$ cat config.mk
export PLATFORM = sky130hd
export DESIGN_NAME = ppe_engine
export DESIGN_NICKNAME = d
export VERILOG_FILES = /design/src/ppe_pkg.sv /design/src/ppe_len_if.sv /design/src/ppe_engine.sv /design/src/ppe_len_enc.sv /design/src/ppe_rx_match.sv
export SDC_FILE = /design/constraint.sdc
export NUM_CORES = 2
export LEC_CHECK = 0
export BUFFER_PORTS_ARGS = -buffer_cell sky130_fd_sc_hd__buf_2
export CAP_MARGIN = 20
export CORE_ASPECT_RATIO = 0.9
export CORE_MARGIN = 10
export CORE_UTILIZATION = 40
export DETAILED_ROUTE_END_ITERATION = 6
export PLACE_DENSITY = 0.61
export SETUP_SLACK_MARGIN = 0.4
export SLEW_MARGIN = 10
export SYNTH_ARGS = -nofsm -noshare
export SYNTH_HDL_FRONTEND = slang
export SYNTH_SLANG_ARGS = --single-unit
$ cat constraint.sdc
create_clock -name mclk_i -period 26.2 [get_ports mclk_i]
set_input_delay 0 -clock mclk_i [delete_from_list [all_inputs] [get_ports mclk_i]]
set_output_delay 0 -clock mclk_i [all_outputs]
set_load 0.1 [all_outputs]
$ cat src/ppe_pkg.sv
// Constants, register map and encodings of the packet engine
// How it works
// Send-only sends the selected packet exactly once and then ends the execution.
// Send-only with a nonzero monitoring time ends with a transmit timeout error if sending overruns it.
// Receive-only ends normally only after a receive packet matched, otherwise, with a nonzero wait time, with a receive wait timeout.
// Send-and-receive sends first and waits for receive data only after a normal send completion.
// Send-and-receive with no matching data in time ends with a receive wait timeout error.
// Incoming data are checked against the receive packets in registration order and the first match wins.
// The number of the matched receive packet is kept in the result data for the host to read.
// On a diverging byte the partial data are dropped and comparison restarts from the packet start.
// Forward flow emits the length most significant first in 1 to 4 bytes as ASCII hex, ASCII decimal or HEX.
// Reverse flow emits the forward length bytes in reversed order, for widths 2 to 4 only.
// Byte-swap flow, 4-byte width only, swaps the two bytes within each 16-bit half.
// The length is counted over a range of packet elements given by start and end element numbers.
// All bytes of the elements in range are counted as sent and the encoded count fills the Length element.
package ppe_pkg;
   // Word-aligned byte addresses
   localparam logic [9:0] ADDR_CTRL = 10'h000;
   localparam logic [9:0] ADDR_RESULT = 10'h004;
   localparam logic [9:0] ADDR_TX_MON = 10'h008;
   localparam logic [9:0] ADDR_RX_WAIT = 10'h00c;
   localparam logic [9:0] ADDR_IRQ_STS = 10'h010;
   localparam logic [9:0] ADDR_IRQ_CLR = 10'h014;
   localparam logic [9:0] ADDR_IRQ_EN = 10'h018;
   localparam logic [9:0] ADDR_RX_LEN = 10'h020;
   localparam logic [9:0] ADDR_ELEM = 10'h040;
   localparam logic [9:0] ADDR_TX_MEM = 10'h100;
   localparam logic [9:0] ADDR_RX_PAT = 10'h200;
   // Sizes
   localparam int NUM_ELEM = 8;
   localparam int TX_MEM_DEPTH = 64;
   localparam int NUM_RX_PKT = 4;
   localparam int RX_PKT_LEN = 16;
   // Control register fields
   localparam int CTRL_START_BIT = 0;
   localparam int CTRL_TYPE_LSB = 1;
   localparam int CTRL_CODE_LSB = 3;
   localparam int CTRL_FLOW_LSB = 5;
   localparam int CTRL_RNG_START_LSB = 8;
   localparam int CTRL_RNG_END_LSB = 12;
   localparam int CTRL_NELEM_LSB = 16;
   localparam logic [31:0] CTRL_RESET = 32'h0001_1100;
   // Element entry fields
   localparam int ELEM_IS_LEN_BIT = 8;
   // Result register fields
   localparam int RES_BUSY_BIT = 0;
   localparam int RES_CODE_LSB = 2;
   localparam int RES_MATCH_LSB = 4;
   // Interrupt bits
   localparam int IRQ_OK_BIT = 0;
   localparam int IRQ_ERR_BIT = 1;
   // Communication types
   localparam logic [1:0] TYPE_SEND = 2'h1;
   localparam logic [1:0] TYPE_RECV = 2'h2;
   localparam logic [1:0] TYPE_BOTH = 2'h3;
   // Length code types
   localparam logic [1:0] CODE_HEX = 2'h0;
   localparam logic [1:0] CODE_ASCII_HEX = 2'h1;
   localparam logic [1:0] CODE_ASCII_DEC = 2'h2;
   // Length data flows
   localparam logic [1:0] FLOW_FWD = 2'h0;
   localparam logic [1:0] FLOW_REV = 2'h1;
   localparam logic [1:0] FLOW_SWAP = 2'h2;
   // Completion codes
   localparam logic [1:0] RES_NONE = 2'h0;
   localparam logic [1:0] RES_OK = 2'h1;
   localparam logic [1:0] RES_TX_TIMEOUT = 2'h2;
   localparam logic [1:0] RES_RX_TIMEOUT = 2'h3;

   typedef enum logic [1:0] {
      ST_IDLE = 2'b00,
      ST_SEND = 2'b01,
      ST_RXWAIT = 2'b10
   } ppe_state_t;
endpackage

$ cat src/ppe_len_if.sv
// Carrier between the engine and the length encoder
`timescale 1ns/1ns
interface ppe_len_if;
   logic [15:0] value;
   logic [2:0] width;
   logic [1:0] code;
   logic [1:0] flow;
   logic [1:0] idx;
   logic [7:0] data;
   modport user (output value, width, code, flow, idx, input data);
   modport enc (input value, width, code, flow, idx, output data);
endinterface

$ cat src/ppe_engine.sv
// Packet engine top: register slave, send sequencer, receive verification
`timescale 1ns/1ns
module ppe_engine (
   // Clock and reset
   input wire logic mclk_i,
   input wire logic rst_n_i,
   // Avalon-MM slave
   input wire logic [9:0] avs_address_i,
   input wire logic avs_read_i,
   input wire logic avs_write_i,
   input wire logic [31:0] avs_writedata_i,
   input wire logic [3:0] avs_byteenable_i,
   output logic [31:0] avs_readdata_o,
   output logic avs_waitrequest_o,
   // Interrupt
   output logic irq_o,
   // Send byte stream
   output logic [7:0] tx_data_o,
   output logic tx_valid_o,
   input wire logic tx_ready_i,
   // Receive byte stream
   input wire logic [7:0] rx_data_i,
   input wire logic rx_valid_i
);
   // Register file and memories
   logic [31:0] ctrl_r;
   logic [31:0] tx_mon_r;
   logic [31:0] rx_wait_r;
   logic [1:0] irq_sts_r;
   logic [1:0] irq_en_r;
   logic [5:0] elem_len [ppe_pkg::NUM_ELEM];
   logic elem_isl [ppe_pkg::NUM_ELEM];
   logic [7:0] tx_mem [ppe_pkg::TX_MEM_DEPTH];
   logic [7:0] rx_pat [ppe_pkg::NUM_RX_PKT * ppe_pkg::RX_PKT_LEN];
   logic [4:0] rx_len [ppe_pkg::NUM_RX_PKT];
   // Bus handshake and interrupt output register
   logic wait_r;
   logic [31:0] rdata_r;
   logic irq_r;
   logic wr_w;
   // Engine state
   ppe_pkg::ppe_state_t state_r, state_nxt;
   logic [2:0] elem_idx_r, elem_idx_nxt;
   logic [5:0] byte_idx_r, byte_idx_nxt;
   logic [5:0] mem_ptr_r, mem_ptr_nxt;
   logic [3:0] elem_cnt_r, elem_cnt_nxt;
   logic tx_valid_r, tx_valid_nxt;
   logic [7:0] tx_data_r, tx_data_nxt;
   logic [31:0] timer_r, timer_nxt;
   logic [1:0] result_r, result_nxt;
   logic [2:0] match_r, match_nxt;
   logic ev_ok, ev_err;
   logic [1:0] irq_sts_nxt;
   logic start_w;
   logic [15:0] range_sum;
   logic [ppe_pkg::NUM_RX_PKT-1:0] hit;
   logic [3:0] pos [ppe_pkg::NUM_RX_PKT];
   logic mclr;

   wire logic [1:0] ctype = ctrl_r[ppe_pkg::CTRL_TYPE_LSB +: 2];
   wire logic [3:0] rng_start = ctrl_r[ppe_pkg::CTRL_RNG_START_LSB +: 4];
   wire logic [3:0] rng_end = ctrl_r[ppe_pkg::CTRL_RNG_END_LSB +: 4];
   wire logic [3:0] n_elem = ctrl_r[ppe_pkg::CTRL_NELEM_LSB +: 4];

   ppe_len_if len_bus ();
   ppe_len_enc u_len_enc (.len(len_bus));
   assign len_bus.value = range_sum;
   assign len_bus.width = elem_len[elem_idx_r][2:0];
   assign len_bus.code = ctrl_r[ppe_pkg::CTRL_CODE_LSB +: 2];
   assign len_bus.flow = ctrl_r[ppe_pkg::CTRL_FLOW_LSB +: 2];
   assign len_bus.idx = byte_idx_r[1:0];

   // One wait state per access: request seen with waitrequest high, taken on the next edge
   assign wr_w = avs_write_i && !wait_r;
   assign start_w = wr_w && avs_address_i == ppe_pkg::ADDR_CTRL && avs_byteenable_i[0]
                    && avs_writedata_i[ppe_pkg::CTRL_START_BIT] && avs_writedata_i[ppe_pkg::CTRL_TYPE_LSB +: 2] != 2'h0;

   function automatic logic [31:0] merge(input logic [31:0] old, input logic [31:0] nw, input logic [3:0] be);
      logic [31:0] m;
      m = old;
      for (int b = 0; b < 4; b++) begin
         if (be[b]) begin
            m[8*b +: 8] = nw[8*b +: 8];
         end
      end
      return m;
   endfunction

   // Length over the element range, Length element at its own width
   always_comb begin
      range_sum = 16'h0;
      for (int i = 0; i < ppe_pkg::NUM_ELEM; i++) begin
         if (4'(i + 1) >= rng_start && 4'(i + 1) <= rng_end && 4'(i) < n_elem) begin
            range_sum = range_sum + {10'h0, elem_len[i]};
         end
      end
   end

   // Receive trackers, one per registered packet
   assign mclr = state_r != ppe_pkg::ST_RXWAIT;
   for (genvar p = 0; p < ppe_pkg::NUM_RX_PKT; p++) begin : g_match
      ppe_rx_match u_match (
         .mclk_i(mclk_i),
         .rst_n_i(rst_n_i),
         .clr_i(mclr),
         .byte_valid_i(rx_valid_i && !mclr),
         .byte_i(rx_data_i),
         .exp_byte_i(rx_pat[p * ppe_pkg::RX_PKT_LEN + int'(pos[p])]),
         .first_byte_i(rx_pat[p * ppe_pkg::RX_PKT_LEN]),
         .pat_len_i(rx_len[p]),
         .pos_o(pos[p]),
         .hit_o(hit[p])
      );
   end

   always_comb begin
      state_nxt = state_r;
      elem_idx_nxt = elem_idx_r;
      byte_idx_nxt = byte_idx_r;
      mem_ptr_nxt = mem_ptr_r;
      elem_cnt_nxt = elem_cnt_r;
      tx_valid_nxt = tx_valid_r;
      tx_data_nxt = tx_data_r;
      timer_nxt = timer_r;
      result_nxt = result_r;
      match_nxt = match_r;
      ev_ok = 1'b0;
      ev_err = 1'b0;
      case (state_r)
         ppe_pkg::ST_IDLE: begin
            if (start_w) begin
               timer_nxt = 32'h0;
               result_nxt = ppe_pkg::RES_NONE;
               match_nxt = 3'h0;
               elem_idx_nxt = 3'h0;
               elem_cnt_nxt = 4'h0;
               byte_idx_nxt = 6'h0;
               mem_ptr_nxt = 6'h0;
               state_nxt = (avs_writedata_i[ppe_pkg::CTRL_TYPE_LSB +: 2] == ppe_pkg::TYPE_RECV)
                           ? ppe_pkg::ST_RXWAIT : ppe_pkg::ST_SEND;
            end
         end
         ppe_pkg::ST_SEND: begin
            timer_nxt = timer_r + 32'h1;
            if (tx_mon_r != 32'h0 && timer_r >= tx_mon_r) begin
               // Abort drops the byte on offer
               tx_valid_nxt = 1'b0;
               result_nxt = ppe_pkg::RES_TX_TIMEOUT;
               ev_err = 1'b1;
               state_nxt = ppe_pkg::ST_IDLE;
            end else if (!tx_valid_r || tx_ready_i) begin
               tx_valid_nxt = 1'b0;
               if (elem_cnt_r < n_elem) begin
                  if (elem_len[elem_idx_r] == 6'h0) begin
                     elem_idx_nxt = elem_idx_r + 3'h1;
                     elem_cnt_nxt = elem_cnt_r + 4'h1;
                  end else begin
                     tx_valid_nxt = 1'b1;
                     tx_data_nxt = elem_isl[elem_idx_r] ? len_bus.data : tx_mem[mem_ptr_r];
                     mem_ptr_nxt = elem_isl[elem_idx_r] ? mem_ptr_r : mem_ptr_r + 6'h1;
                     byte_idx_nxt = byte_idx_r + 6'h1;
                     if (byte_idx_r == elem_len[elem_idx_r] - 6'h1) begin
                        byte_idx_nxt = 6'h0;
                        elem_idx_nxt = elem_idx_r + 3'h1;
                        elem_cnt_nxt = elem_cnt_r + 4'h1;
                     end
                  end
               end else if (ctype == ppe_pkg::TYPE_BOTH) begin
                  timer_nxt = 32'h0;
                  state_nxt = ppe_pkg::ST_RXWAIT;
               end else begin
                  result_nxt = ppe_pkg::RES_OK;
                  ev_ok = 1'b1;
                  state_nxt = ppe_pkg::ST_IDLE;
               end
            end
         end
         ppe_pkg::ST_RXWAIT: begin
            timer_nxt = timer_r + 32'h1;
            if (hit != '0) begin
               for (int p = ppe_pkg::NUM_RX_PKT - 1; p >= 0; p--) begin
                  if (hit[p]) begin
                     match_nxt = 3'(p + 1);
                  end
               end
               result_nxt = ppe_pkg::RES_OK;
               ev_ok = 1'b1;
               state_nxt = ppe_pkg::ST_IDLE;
            end else if (rx_wait_r != 32'h0 && timer_r >= rx_wait_r) begin
               result_nxt = ppe_pkg::RES_RX_TIMEOUT;
               ev_err = 1'b1;
               state_nxt = ppe_pkg::ST_IDLE;
            end
         end
         default: state_nxt = ppe_pkg::ST_IDLE;
      endcase
      // Set wins over a clear in the same cycle
      irq_sts_nxt = irq_sts_r;
      if (wr_w && avs_address_i == ppe_pkg::ADDR_IRQ_CLR && avs_byteenable_i[0]) begin
         irq_sts_nxt = irq_sts_r & ~avs_writedata_i[1:0];
      end
      irq_sts_nxt[ppe_pkg::IRQ_OK_BIT] = irq_sts_nxt[ppe_pkg::IRQ_OK_BIT] | ev_ok;
      irq_sts_nxt[ppe_pkg::IRQ_ERR_BIT] = irq_sts_nxt[ppe_pkg::IRQ_ERR_BIT] | ev_err;
   end

   always_ff @(posedge mclk_i or negedge rst_n_i) begin
      if (!rst_n_i) begin
         state_r <= ppe_pkg::ST_IDLE;
         elem_idx_r <= 3'h0;
         byte_idx_r <= 6'h0;
         mem_ptr_r <= 6'h0;
         elem_cnt_r <= 4'h0;
         tx_valid_r <= 1'b0;
         tx_data_r <= 8'h00;
         timer_r <= 32'h0;
         result_r <= ppe_pkg::RES_NONE;
         match_r <= 3'h0;
         irq_sts_r <= 2'h0;
         irq_r <= 1'b0;
      end else begin
         state_r <= state_nxt;
         elem_idx_r <= elem_idx_nxt;
         byte_idx_r <= byte_idx_nxt;
         mem_ptr_r <= mem_ptr_nxt;
         elem_cnt_r <= elem_cnt_nxt;
         tx_valid_r <= tx_valid_nxt;
         tx_data_r <= tx_data_nxt;
         timer_r <= timer_nxt;
         result_r <= result_nxt;
         match_r <= match_nxt;
         irq_sts_r <= irq_sts_nxt;
         irq_r <= |(irq_sts_r & irq_en_r);
      end
   end

   // Bus handshake, read mux and configuration writes
   always_ff @(posedge mclk_i or negedge rst_n_i) begin
      if (!rst_n_i) begin
         wait_r <= 1'b1;
         rdata_r <= 32'h0;
         ctrl_r <= ppe_pkg::CTRL_RESET;
         tx_mon_r <= 32'h0;
         rx_wait_r <= 32'h0;
         irq_en_r <= 2'h0;
      end else begin
         wait_r <= !((avs_read_i || avs_write_i) && wait_r);
         rdata_r <= 32'h0;
         if (avs_read_i && wait_r) begin
            if (avs_address_i == ppe_pkg::ADDR_CTRL) begin
               rdata_r <= {ctrl_r[31:1], 1'b0};
            end else if (avs_address_i == ppe_pkg::ADDR_RESULT) begin
               rdata_r <= {25'h0, match_r, result_r, 1'b0, state_r != ppe_pkg::ST_IDLE};
            end else if (avs_address_i == ppe_pkg::ADDR_TX_MON) begin
               rdata_r <= tx_mon_r;
            end else if (avs_address_i == ppe_pkg::ADDR_RX_WAIT) begin
               rdata_r <= rx_wait_r;
            end else if (avs_address_i == ppe_pkg::ADDR_IRQ_STS) begin
               rdata_r <= {30'h0, irq_sts_r};
            end else if (avs_address_i == ppe_pkg::ADDR_IRQ_EN) begin
               rdata_r <= {30'h0, irq_en_r};
            end else if (avs_address_i[9:4] == ppe_pkg::ADDR_RX_LEN[9:4]) begin
               rdata_r <= {27'h0, rx_len[avs_address_i[3:2]]};
            end else if (avs_address_i[9:5] == ppe_pkg::ADDR_ELEM[9:5]) begin
               rdata_r <= {23'h0, elem_isl[avs_address_i[4:2]], 2'h0, elem_len[avs_address_i[4:2]]};
            end else if (avs_address_i[9:8] == ppe_pkg::ADDR_TX_MEM[9:8]) begin
               rdata_r <= {24'h0, tx_mem[avs_address_i[7:2]]};
            end else if (avs_address_i[9:8] == ppe_pkg::ADDR_RX_PAT[9:8]) begin
               rdata_r <= {24'h0, rx_pat[avs_address_i[7:2]]};
            end
         end
         // Control and timer writes while busy are refused; interrupt enable writes are always taken
         if (wr_w && state_r == ppe_pkg::ST_IDLE) begin
            if (avs_address_i == ppe_pkg::ADDR_CTRL) begin
               ctrl_r <= merge(ctrl_r, avs_writedata_i, avs_byteenable_i) & 32'hfffffffe;
            end else if (avs_address_i == ppe_pkg::ADDR_TX_MON) begin
               tx_mon_r <= merge(tx_mon_r, avs_writedata_i, avs_byteenable_i);
            end else if (avs_address_i == ppe_pkg::ADDR_RX_WAIT) begin
               rx_wait_r <= merge(rx_wait_r, avs_writedata_i, avs_byteenable_i);
            end
         end
         if (wr_w && avs_address_i == ppe_pkg::ADDR_IRQ_EN && avs_byteenable_i[0]) begin
            irq_en_r <= avs_writedata_i[1:0];
         end
      end
   end

   // Table memories, no reset by design
   always_ff @(posedge mclk_i) begin
      if (wr_w && state_r == ppe_pkg::ST_IDLE) begin
         if (avs_address_i[9:4] == ppe_pkg::ADDR_RX_LEN[9:4] && avs_byteenable_i[0]) begin
            rx_len[avs_address_i[3:2]] <= (avs_writedata_i[4:0] > 5'd16) ? 5'd16 : avs_writedata_i[4:0];
         end
         if (avs_address_i[9:5] == ppe_pkg::ADDR_ELEM[9:5]) begin
            if (avs_byteenable_i[0]) begin
               elem_len[avs_address_i[4:2]] <= avs_writedata_i[5:0];
            end
            if (avs_byteenable_i[1]) begin
               elem_isl[avs_address_i[4:2]] <= avs_writedata_i[ppe_pkg::ELEM_IS_LEN_BIT];
            end
         end
         if (avs_address_i[9:8] == ppe_pkg::ADDR_TX_MEM[9:8] && avs_byteenable_i[0]) begin
            tx_mem[avs_address_i[7:2]] <= avs_writedata_i[7:0];
         end
         if (avs_address_i[9:8] == ppe_pkg::ADDR_RX_PAT[9:8] && avs_byteenable_i[0]) begin
            rx_pat[avs_address_i[7:2]] <= avs_writedata_i[7:0];
         end
      end
   end

   assign avs_readdata_o = rdata_r;
   assign avs_waitrequest_o = wait_r;
   assign irq_o = irq_r;
   assign tx_data_o = tx_data_r;
   assign tx_valid_o = tx_valid_r;
endmodule

$ cat src/ppe_len_enc.sv
// Length element encoder: one output byte per index
`timescale 1ns/1ns
module ppe_len_enc (
   ppe_len_if.enc len
);
   logic [7:0] fwd [4];
   logic [3:0] nib;
   logic [15:0] dec_v;
   logic [1:0] pos;
   logic [1:0] sel;
   logic [2:0] w;

   always_comb begin
      w = (len.width == 3'h0 || len.width > 3'h4) ? 3'h4 : len.width;
      dec_v = 16'h0;
      nib = 4'h0;
      pos = 2'h0;
      for (int i = 0; i < 4; i++) begin
         fwd[i] = 8'h00;
         if (3'(i) < w) begin
            // Digit position from the low end; digits that do not fit drop out
            pos = 2'(w - 3'(i) - 3'h1);
            nib = 4'(len.value >> (4 * pos));
            dec_v = len.value;
            for (int k = 0; k < 3; k++) begin
               if (2'(k) < pos) begin
                  dec_v = dec_v / 16'd10;
               end
            end
            case (len.code)
               ppe_pkg::CODE_ASCII_HEX: fwd[i] = (nib < 4'ha) ? (8'h30 + {4'h0, nib}) : (8'h37 + {4'h0, nib});
               ppe_pkg::CODE_ASCII_DEC: fwd[i] = 8'h30 + 8'(dec_v % 16'd10);
               default: fwd[i] = 8'(len.value >> (8 * pos));
            endcase
         end
      end
      sel = len.idx;
      if (len.flow == ppe_pkg::FLOW_REV && w >= 3'h2) begin
         sel = 2'(w - 3'h1 - {1'b0, len.idx});
      end else if (len.flow == ppe_pkg::FLOW_SWAP && w == 3'h4) begin
         sel = {len.idx[1], ~len.idx[0]};
      end
      len.data = fwd[sel];
   end
endmodule

$ cat src/ppe_rx_match.sv
// Progress tracker of one receive packet against the incoming bytes
`timescale 1ns/1ns
module ppe_rx_match (
   // Clock and reset
   input wire logic mclk_i,
   input wire logic rst_n_i,
   // Control
   input wire logic clr_i,
   // Incoming byte and pattern
   input wire logic byte_valid_i,
   input wire logic [7:0] byte_i,
   input wire logic [7:0] exp_byte_i,
   input wire logic [7:0] first_byte_i,
   input wire logic [4:0] pat_len_i,
   // Progress
   output logic [3:0] pos_o,
   output logic hit_o
);
   logic [3:0] pos_r;
   logic [3:0] pos_nxt;

   assign pos_o = pos_r;
   assign hit_o = byte_valid_i && pat_len_i != 5'h0 && byte_i == exp_byte_i && {1'b0, pos_r} == pat_len_i - 5'h1;

   always_comb begin
      pos_nxt = pos_r;
      if (clr_i || hit_o) begin
         pos_nxt = 4'h0;
      end else if (byte_valid_i && pat_len_i != 5'h0) begin
         if (byte_i == exp_byte_i) begin
            pos_nxt = pos_r + 4'h1;
         end else if (byte_i == first_byte_i && pat_len_i > 5'h1) begin
            // Diverging byte may itself open a new packet
            pos_nxt = 4'h1;
         end else begin
            pos_nxt = 4'h0;
         end
      end
   end

   always_ff @(posedge mclk_i or negedge rst_n_i) begin
      if (!rst_n_i) begin
         pos_r <= 4'h0;
      end else begin
         pos_r <= pos_nxt;
      end
   end
endmodule

After elaboration in Yosys (flattened, before gate mapping)
Memory sizes are Yosys's and may differ from the RTL's.
Cells that the tools add are included.
{"block": "totals", "regBits": 216, "ram_bits": 1100, "input_bits": 60, "out_inout_bits": 43, "wordCells": 485, "memories": 5}
{"block": "classes", "n_addsub": 43, "div_mod_pow": 13, "n_lt_le_gt_ge": 55, "eq_ne": 46, "n_shift": 8, "mux": 167, "bitwise": 11, "n_reduce_logical": 106}
{"memory": "rx_pat", "words": 64, "width": 8, "rd": 9, "rd_clocked_by_memory_dff": 0, "write_ports": 1, "line": "ppe_engine.sv:34", "rtl": "logic [7:0] rx_pat [ppe_pkg::NUM_RX_PKT * ppe_pkg::RX_PKT_LEN];"}
{"memory": "tx_mem", "words": 64, "width": 8, "rd": 2, "rd_clocked_by_memory_dff": 0, "write_ports": 1, "line": "ppe_engine.sv:33", "rtl": "logic [7:0] tx_mem [ppe_pkg::TX_MEM_DEPTH];"}
{"memory": "elem_len", "words": 8, "width": 6, "rd": 10, "rd_clocked_by_memory_dff": 0, "write_ports": 1, "line": "ppe_engine.sv:31", "rtl": "logic [5:0] elem_len [ppe_pkg::NUM_ELEM];"}
{"memory": "rx_len", "words": 4, "width": 5, "rd": 5, "rd_clocked_by_memory_dff": 0, "write_ports": 1, "line": "ppe_engine.sv:35", "rtl": "logic [4:0] rx_len [ppe_pkg::NUM_RX_PKT];"}
{"memory": "elem_isl", "words": 8, "width": 1, "rd": 2, "rd_clocked_by_memory_dff": 0, "write_ports": 1, "line": "ppe_engine.sv:32", "rtl": "logic elem_isl [ppe_pkg::NUM_ELEM];"}
{"operator": "two-way mux 16 bit", "count": 31}
{"operator": "two-way mux 32 bit", "count": 10}
{"operator": "divider 16 x 4 -> 16 bit (second input constant)", "count": 9}
{"operator": "adder 16 x 6 -> 16 bit", "count": 7}
{"operator": "two-way mux 8 bit", "count": 13}
{"operator": "one-hot mux 32 bit (3 select lines)", "count": 1}
{"operator": "two-way mux 4 bit", "count": 18}
{"operator": "two-way mux 6 bit", "count": 12}
{"operator": "equality test 8 bit", "count": 8}
{"operator": ">= comparator 32 bit", "count": 2}
{"operator": "modulo 16 x 4 -> 16 bit (second input constant)", "count": 4}
{"operator": "one-hot mux 8 bit (2 select lines)", "count": 4}
{"operator": "nonzero test 32 bit", "count": 2}
{"operator": "right shift 16 x 4 -> 4 bit", "count": 4}
{"operator": "right shift 16 x 5 -> 8 bit", "count": 4}
{"operator": "adder 6 x 4 -> 7 bit (first input constant)", "count": 8}
{"operator": "logical AND 1 bit", "count": 52}
{"operator": "two-way mux 3 bit", "count": 12}
{"operator": "two-way mux 9 bit", "count": 4}
{"operator": "two-way mux 1 bit", "count": 34}
{"operator": "two-way mux 2 bit", "count": 17}
{"operator": "adder 32 x 1 -> 32 bit (second input constant)", "count": 1}
{"operator": "adder 6 x 8 -> 8 bit (first input constant)", "count": 4}
{"operator": "equality test 10 x 5 -> 1 bit (second input constant)", "count": 3}
{"operator": "73 further kinds", "count": 185}

Depth between registers and ports, before layout
{"block": "depth", "word_depth": 35, "depth_mapped": 83, "mapped_depth_nobuf": 78}

By module
A second synthesis with hierarchy kept.
{"block": "hier_totals", "hier_cells": 7964, "hier_area_um2": 91351.4}
{"mod": "ppe_engine", "instances": 1, "cells_each": 3848, "area_per_inst_um2": 64305.4, "seq_area_each_um2": 38041.5}
{"mod": "ppe_len_enc", "instances": 1, "cells_each": 3836, "area_per_inst_um2": 24583.6, "seq_area_each_um2": 0.0}
{"mod": "ppe_rx_match", "instances": 4, "cells_each": 70, "area_per_inst_um2": 615.6, "seq_area_each_um2": 100.1}

Least setup slack after synthesis
OpenSTA, ideal clock, no wires.
{"block": "synth_timing", "path_type": "register to register", "from": "register ctrl_r[11]", "to": "register tx_data_r[6], in the netlist tx_data_o[6]", "setup_time_ns": 0.082, "t_arrival_ns": 15.101, "t_required_ns": 26.118, "slack_ns": 11.017, "stages_incl_launch_ff": 74, "path_buffers": 3, "synth_period_minus_slack_ns": 15.183, "cell_sequence": "dfrtp_1 -> buf_6 -> or3_1 -> nor3_1 -> and2_1 -> ha_1 -> fa_1 -> mux2_2 -> fa_1 -> xor2_1 -> mux2_2 -> ha_1 -> nor2b_1 -> nor3_1 -> a21o_1 -> ha_1 -> nand2b_1 -> nand2b_1 -> (+38 left out) -> nor2_1 -> a21o_1 -> mux2_2 -> inv_1 -> ha_1 -> a31oi_1 -> or2_2 -> mux2_2 -> or3b_1 -> and2_1 -> ha_1 -> nand2b_1 -> or2_2 -> o311ai_0 -> o21ai_1 -> o211ai_1 -> o221ai_1 -> a31oi_1"}
{"block": "synth_via", "elab_chain_len": 35, "word_cells_on_any_way": 116, "cone_classes": "add/sub: 19; div: 13; order compare: 12; shift: 8; mux: 48; reduce/logical: 16"}
{"item": "from (decl)", "line": "ppe_engine.sv:26", "rtl": "logic [31:0] ctrl_r;"}
{"item": "from (signal assigned)", "line": "ppe_engine.sv:241", "rtl": "ctrl_r <= ppe_pkg::CTRL_RESET;"}
{"item": "from (signal assigned)", "line": "ppe_engine.sv:274", "rtl": "ctrl_r <= merge(ctrl_r, avs_writedata_i, avs_byteenable_i) & 32'hfffffffe;"}
{"item": ">= comparator 1 x 4 -> 1 bit", "line": "ppe_engine.sv:93", "rtl": "if (4'(i + 1) >= rng_start && 4'(i + 1) <= rng_end && 4'(i) < n_elem) begin"}
{"item": "logical AND 1 bit (2 in a row)", "line": "ppe_engine.sv:93"}
{"item": "two-way mux 6 bit", "line": "ppe_engine.sv:93"}
{"item": "adder 16 x 6 -> 16 bit", "line": "ppe_engine.sv:94", "rtl": "range_sum = range_sum + {10'h0, elem_len[i]};"}
{"item": "two-way mux 16 bit", "line": "ppe_engine.sv:93"}
{"item": "adder 16 x 6 -> 16 bit", "line": "ppe_engine.sv:94"}
{"item": "two-way mux 16 bit", "line": "ppe_engine.sv:93"}
{"item": "adder 16 x 6 -> 16 bit", "line": "ppe_engine.sv:94"}
{"item": "(+17 left out)"}
{"item": "two-way mux 16 bit", "line": "ppe_len_enc.sv:20", "rtl": "if (3'(i) < w) begin"}
{"item": "modulo 16 x 4 -> 16 bit", "line": "ppe_len_enc.sv:32", "rtl": "ppe_pkg::CODE_ASCII_DEC: fwd[i] = 8'h30 + 8'(dec_v % 16'd10);"}
{"item": "adder 6 x 8 -> 8 bit", "line": "ppe_len_enc.sv:32"}
{"item": "one-hot mux 8 bit (2 select lines)", "line": "ppe_len_enc.sv:30", "rtl": "case (len.code)"}
{"item": "two-way mux 8 bit", "line": "ppe_len_enc.sv:20"}
{"item": "binary-select mux 8 bit (select 2 bit) *", "line": "ppe_len_enc.sv:43", "rtl": "len.data = fwd[sel];"}
{"item": "two-way mux 8 bit (not written as such) * (2 in a row)", "line": "ppe_len_enc.sv:43"}
{"item": "two-way mux 8 bit *", "line": "ppe_engine.sv:159", "rtl": "tx_data_nxt = elem_isl[elem_idx_r] ? len_bus.data : tx_mem[mem_ptr_r];"}
{"item": "to (signal assigned)", "line": "ppe_engine.sv:227", "rtl": "tx_data_r <= tx_data_nxt;"}
{"item": "to (decl)", "line": "ppe_engine.sv:48", "rtl": "logic [7:0] tx_data_r, tx_data_nxt;"}
Every way passes the cells marked *; elsewhere a longest branch is shown, timed or not. The select of a mux whose other input is x is not followed.
A chain may end at the register's enable or synchronous reset.

Worst setup path in the final report
{"block": "layout_timing", "from": "register ctrl_r[11]", "to": "register tx_data_r[5], in the netlist tx_data_o[5]"}
Same word-level chain as after synthesis.

==> results.yml <==
drt:
  drc_errors: 0
  wl_per_cell_um: 28.5
  wl_um: 251000
  dr.pass1.iters: 7
  num_vias: 57600
  detail-route-antenna-nets: 0
  vias_per_cell: 6.53
  drtIter0Drc: 7585
grt:
  grt_pass1_wl_um: 372000
  antenna_found_initial: 8
  top_usage_layer: "met2"
  track_usage_pct: 22.8
  grt_max_degree: 128
  globalRouteMet2Util_pct: 34.6
  grt_pass1_vias: 55500
  met3_usage_pct: 4.92
  use_met1_pct: 32.6
  overflow: 0
setup_path:
  startpoint: "ctrl_r[11]"
  worstPathArrival_ns: 19.34
  worstSetupEndpointType: "flop"
  cpMostUsedCell: "ha_1"
  worstSetupStartpointType: "flop"
  worst_r2r_path_depth: 71
  r2r-start: "ctrl_r[11]"
  criticalPathCategory: "reg2reg"
  cp_slowest_stage_delay_ns: 0.80
  cp_max_fo: 16
  slowest_stage: "a31oi_1"
  cp.required_ns: 26.78
  r2r_slack_ns: 7.43
floorplan:
  die_area_um2: 215000
  die_w_um: 488
  initial_utilization_pct: 40.2
  core_um2: 196000
  die_h_um: 441
  ios: 103
  rows: 154
clock_network:
  clockBufferDepth: 3
  clkTransAtPathRegs_ns: 0.07
  root_buffer: "clkbuf_16"
  cts_tree: "built"
  cts_resized: 0
  clk_latency_ns: 0.78
  cts_hold_buffers: 80
  cts_setup_buffers: 0
  cts.sinks: 1316
  cts_buffers: 136
  htreeDepth: 4
timing:
  slew_violations: 0
  max_freq_mhz: 53.3
  layout_worst_path_cycle_share_pct: 71.6
  fin_skew_ns: 0.0309
  worstMarginPinSlew_ns: 1.21
  fin_setup_tns_ns: 0
  grt_setup_unrepaired: "false"
  relSlewSlack_pct: 19.5
  setup_violations: 0
  min_period_ns: 18.77
  hold_violations: 0
synth:
  synth_area_um2: 78700
  synth.top_cells.by_count: "edfxtp_1 (1,100), mux4_2 (652), nor2_1 (473), nand2_1 (436), o21ai_0 (333)"
  syn_inst: 6113
  synth_fp_nets: 6337
  synth_top_area_cell: "edfxtp_1"
  synth_seq_cells: 1316
  synth_flop_cell: "edfxtp_1"
  seq_area_frac_synth_pct: 48.8
  ys_warn_count: 0
  async_flop_share_pct: 16.4
  synth_area_leaders: "edfxtp_1 (42%), mux4_2 (19%), dfrtp_1 (6.7%), ha_1 (2.5%), nor2_1 (2.3%)"
  yosysMostFrequentCell: "edfxtp_1"
  synth-edff-count: 1100
  syn_avg_cell_area_um2: 12.9
  synth.distinct_cells: 122
  synth_top_area_share_pct: 42.0
power_and_ir_drop:
  power_density_nw_per_um2: 71.3
  p_leak_nw: 29.0
  ir_drop_v: 0.0000740
placed_design:
  dp_hpwl_um: 172000
  placed_cells: 8496
  port_buffers: 102
  routabilityCongestion: 0.953
worst_hold_path:
  hold_depth: 3
  hold_class: "in2reg"
  holdCritStartpoint: "avs_write_i"
finish:
  synthToLayoutAreaGrowth_pct: 10.7
  drive_gt1_share_pct: 20.9
  nFillCells: 17400
  nets: 6369
  final_cell_count_no_fill: 8819
run:
  max_cap_violations: 0
run_status:
  status: "finished, final reports clean"
-- area by class of cell --
type                       instances  area [um^2]  area share [%]
clock buffer                     171         3670            4.21
antenna                            3         7.51         0.00861
timing repair buffer             292         2310            2.65
clock inverter                    64          684           0.785
inverter                         150          563           0.646
tap                             2574         3220            3.69
multi-input combinational       4249        38300            43.9
sequential                      1316        38500            44.1
-- cells in the final DEF, fill, tap and decap left out, drive strengths merged, types with 19 or more instances in the layout --
cell	instances
or3	32
mux4	652
nor4	60
nor2	474
nand2b	83
mux2	130
a21o	50
a22oi	48
a211oi	56
nand4	67
a21oi	234
dlygate4sd3	79
nor2b	53
o21ai	370
nand2	436
ha	157
xor2	54
a31oi	75
or2	30
mux2i	109
a211o	21
and3	68
xnor2	127
o2111ai	19
inv	153
clkinv	46
clkbuf	171
dfrtp	212
o22ai	57
nor3	128
o211ai	73
and2	48
nand3	135
o21a	27
o221ai	20
buf	213
edfxtp	1100
o31ai	44
-- sequential cells by signal (all words and copies together) (netlist names), 3 cells and up --
signal and cells:
timer_r 32, elem_idx_r 3, ctrl_r 31, mem_ptr_r 6, g_match.u_match.pos_o 16, tx_mem 512, match_r 3, rx_pat 512
tx_mon_r 32, elem_cnt_r 4, rx_wait_r 32, tx_data_o 8, rx_len 20, byte_idx_r 6, elem_len 48, avs_readdata_o 32
elem_isl 8
-- worst paths after layout --
path | to
max in group asynchronous | mem_ptr_r[1]
min in group asynchronous | avs_waitrequest_o
hold / removal | avs_waitrequest_o
setup reg to reg | tx_data_o[5]
hold reg to reg | byte_idx_r[5]
setup / recovery | tx_data_o[5]
-- kinds of logic (layout without fill, tap and decap cells) --
logic type	after synthesis	after routing	share of synthesized area [%]
AND/OR/NAND/NOR	1647	1647	9.90
AO/OA/AOI/OAI	1355	1355	11.7
flip-flops	1316	1316	48.8
multiplexers	891	891	21.9
buffers and inverters	548	677	2.71
XOR/XNOR	183	183	2.18
adder cells (fa/ha/maj)	172	172	2.78
other	1	4	0.00476
-- stage by stage --
stage          hold slack, ns  total power [mW]  utilization [%]  area (um^2)  setup slack [ns]
6_report               0.0643              6.21             44.5        87200              7.43
5_1_grt                0.0606              6.46             44.5        87200              6.19
4_1_cts              0.000250              6.19             44.5        87100              7.86
3_5_place_dp            0.137              4.26             41.8        81900              7.99
3_3_place_gp            0.126              4.23             41.8        81900              8.55
2_1_floorplan          -0.296              3.71                -        78700             11.02
-- per-layer routing --
metal,wire (um),part of all wire [%]
met1,104000,42
met2,112000,44
met3,26200,10
met4,9100,3.6
met5,46,0.018
-- where the power goes --
part / internal, mW / switching, mW
Combinational: 0.682 / 1.27
Sequential: 2.29 / 0.0393
Clock: 1.11 / 0.827
-- worst max-delay path: cells and delay by family, from the launching register on --
| kind | cells | cell delay, ns |
|---|---|---|
| compound gates | 23 | 7.31 |
| simple gates | 24 | 4.71 |
| fa+ha+maj | 11 | 3.38 |
| mux | 4 | 1.29 |
| buf+inv | 3 | 0.40 |
| xor+xnor | 6 | 0.93 |
| flops | 1 | 0.49 |
Note: power is estimated with default switching activity, not from simulation.
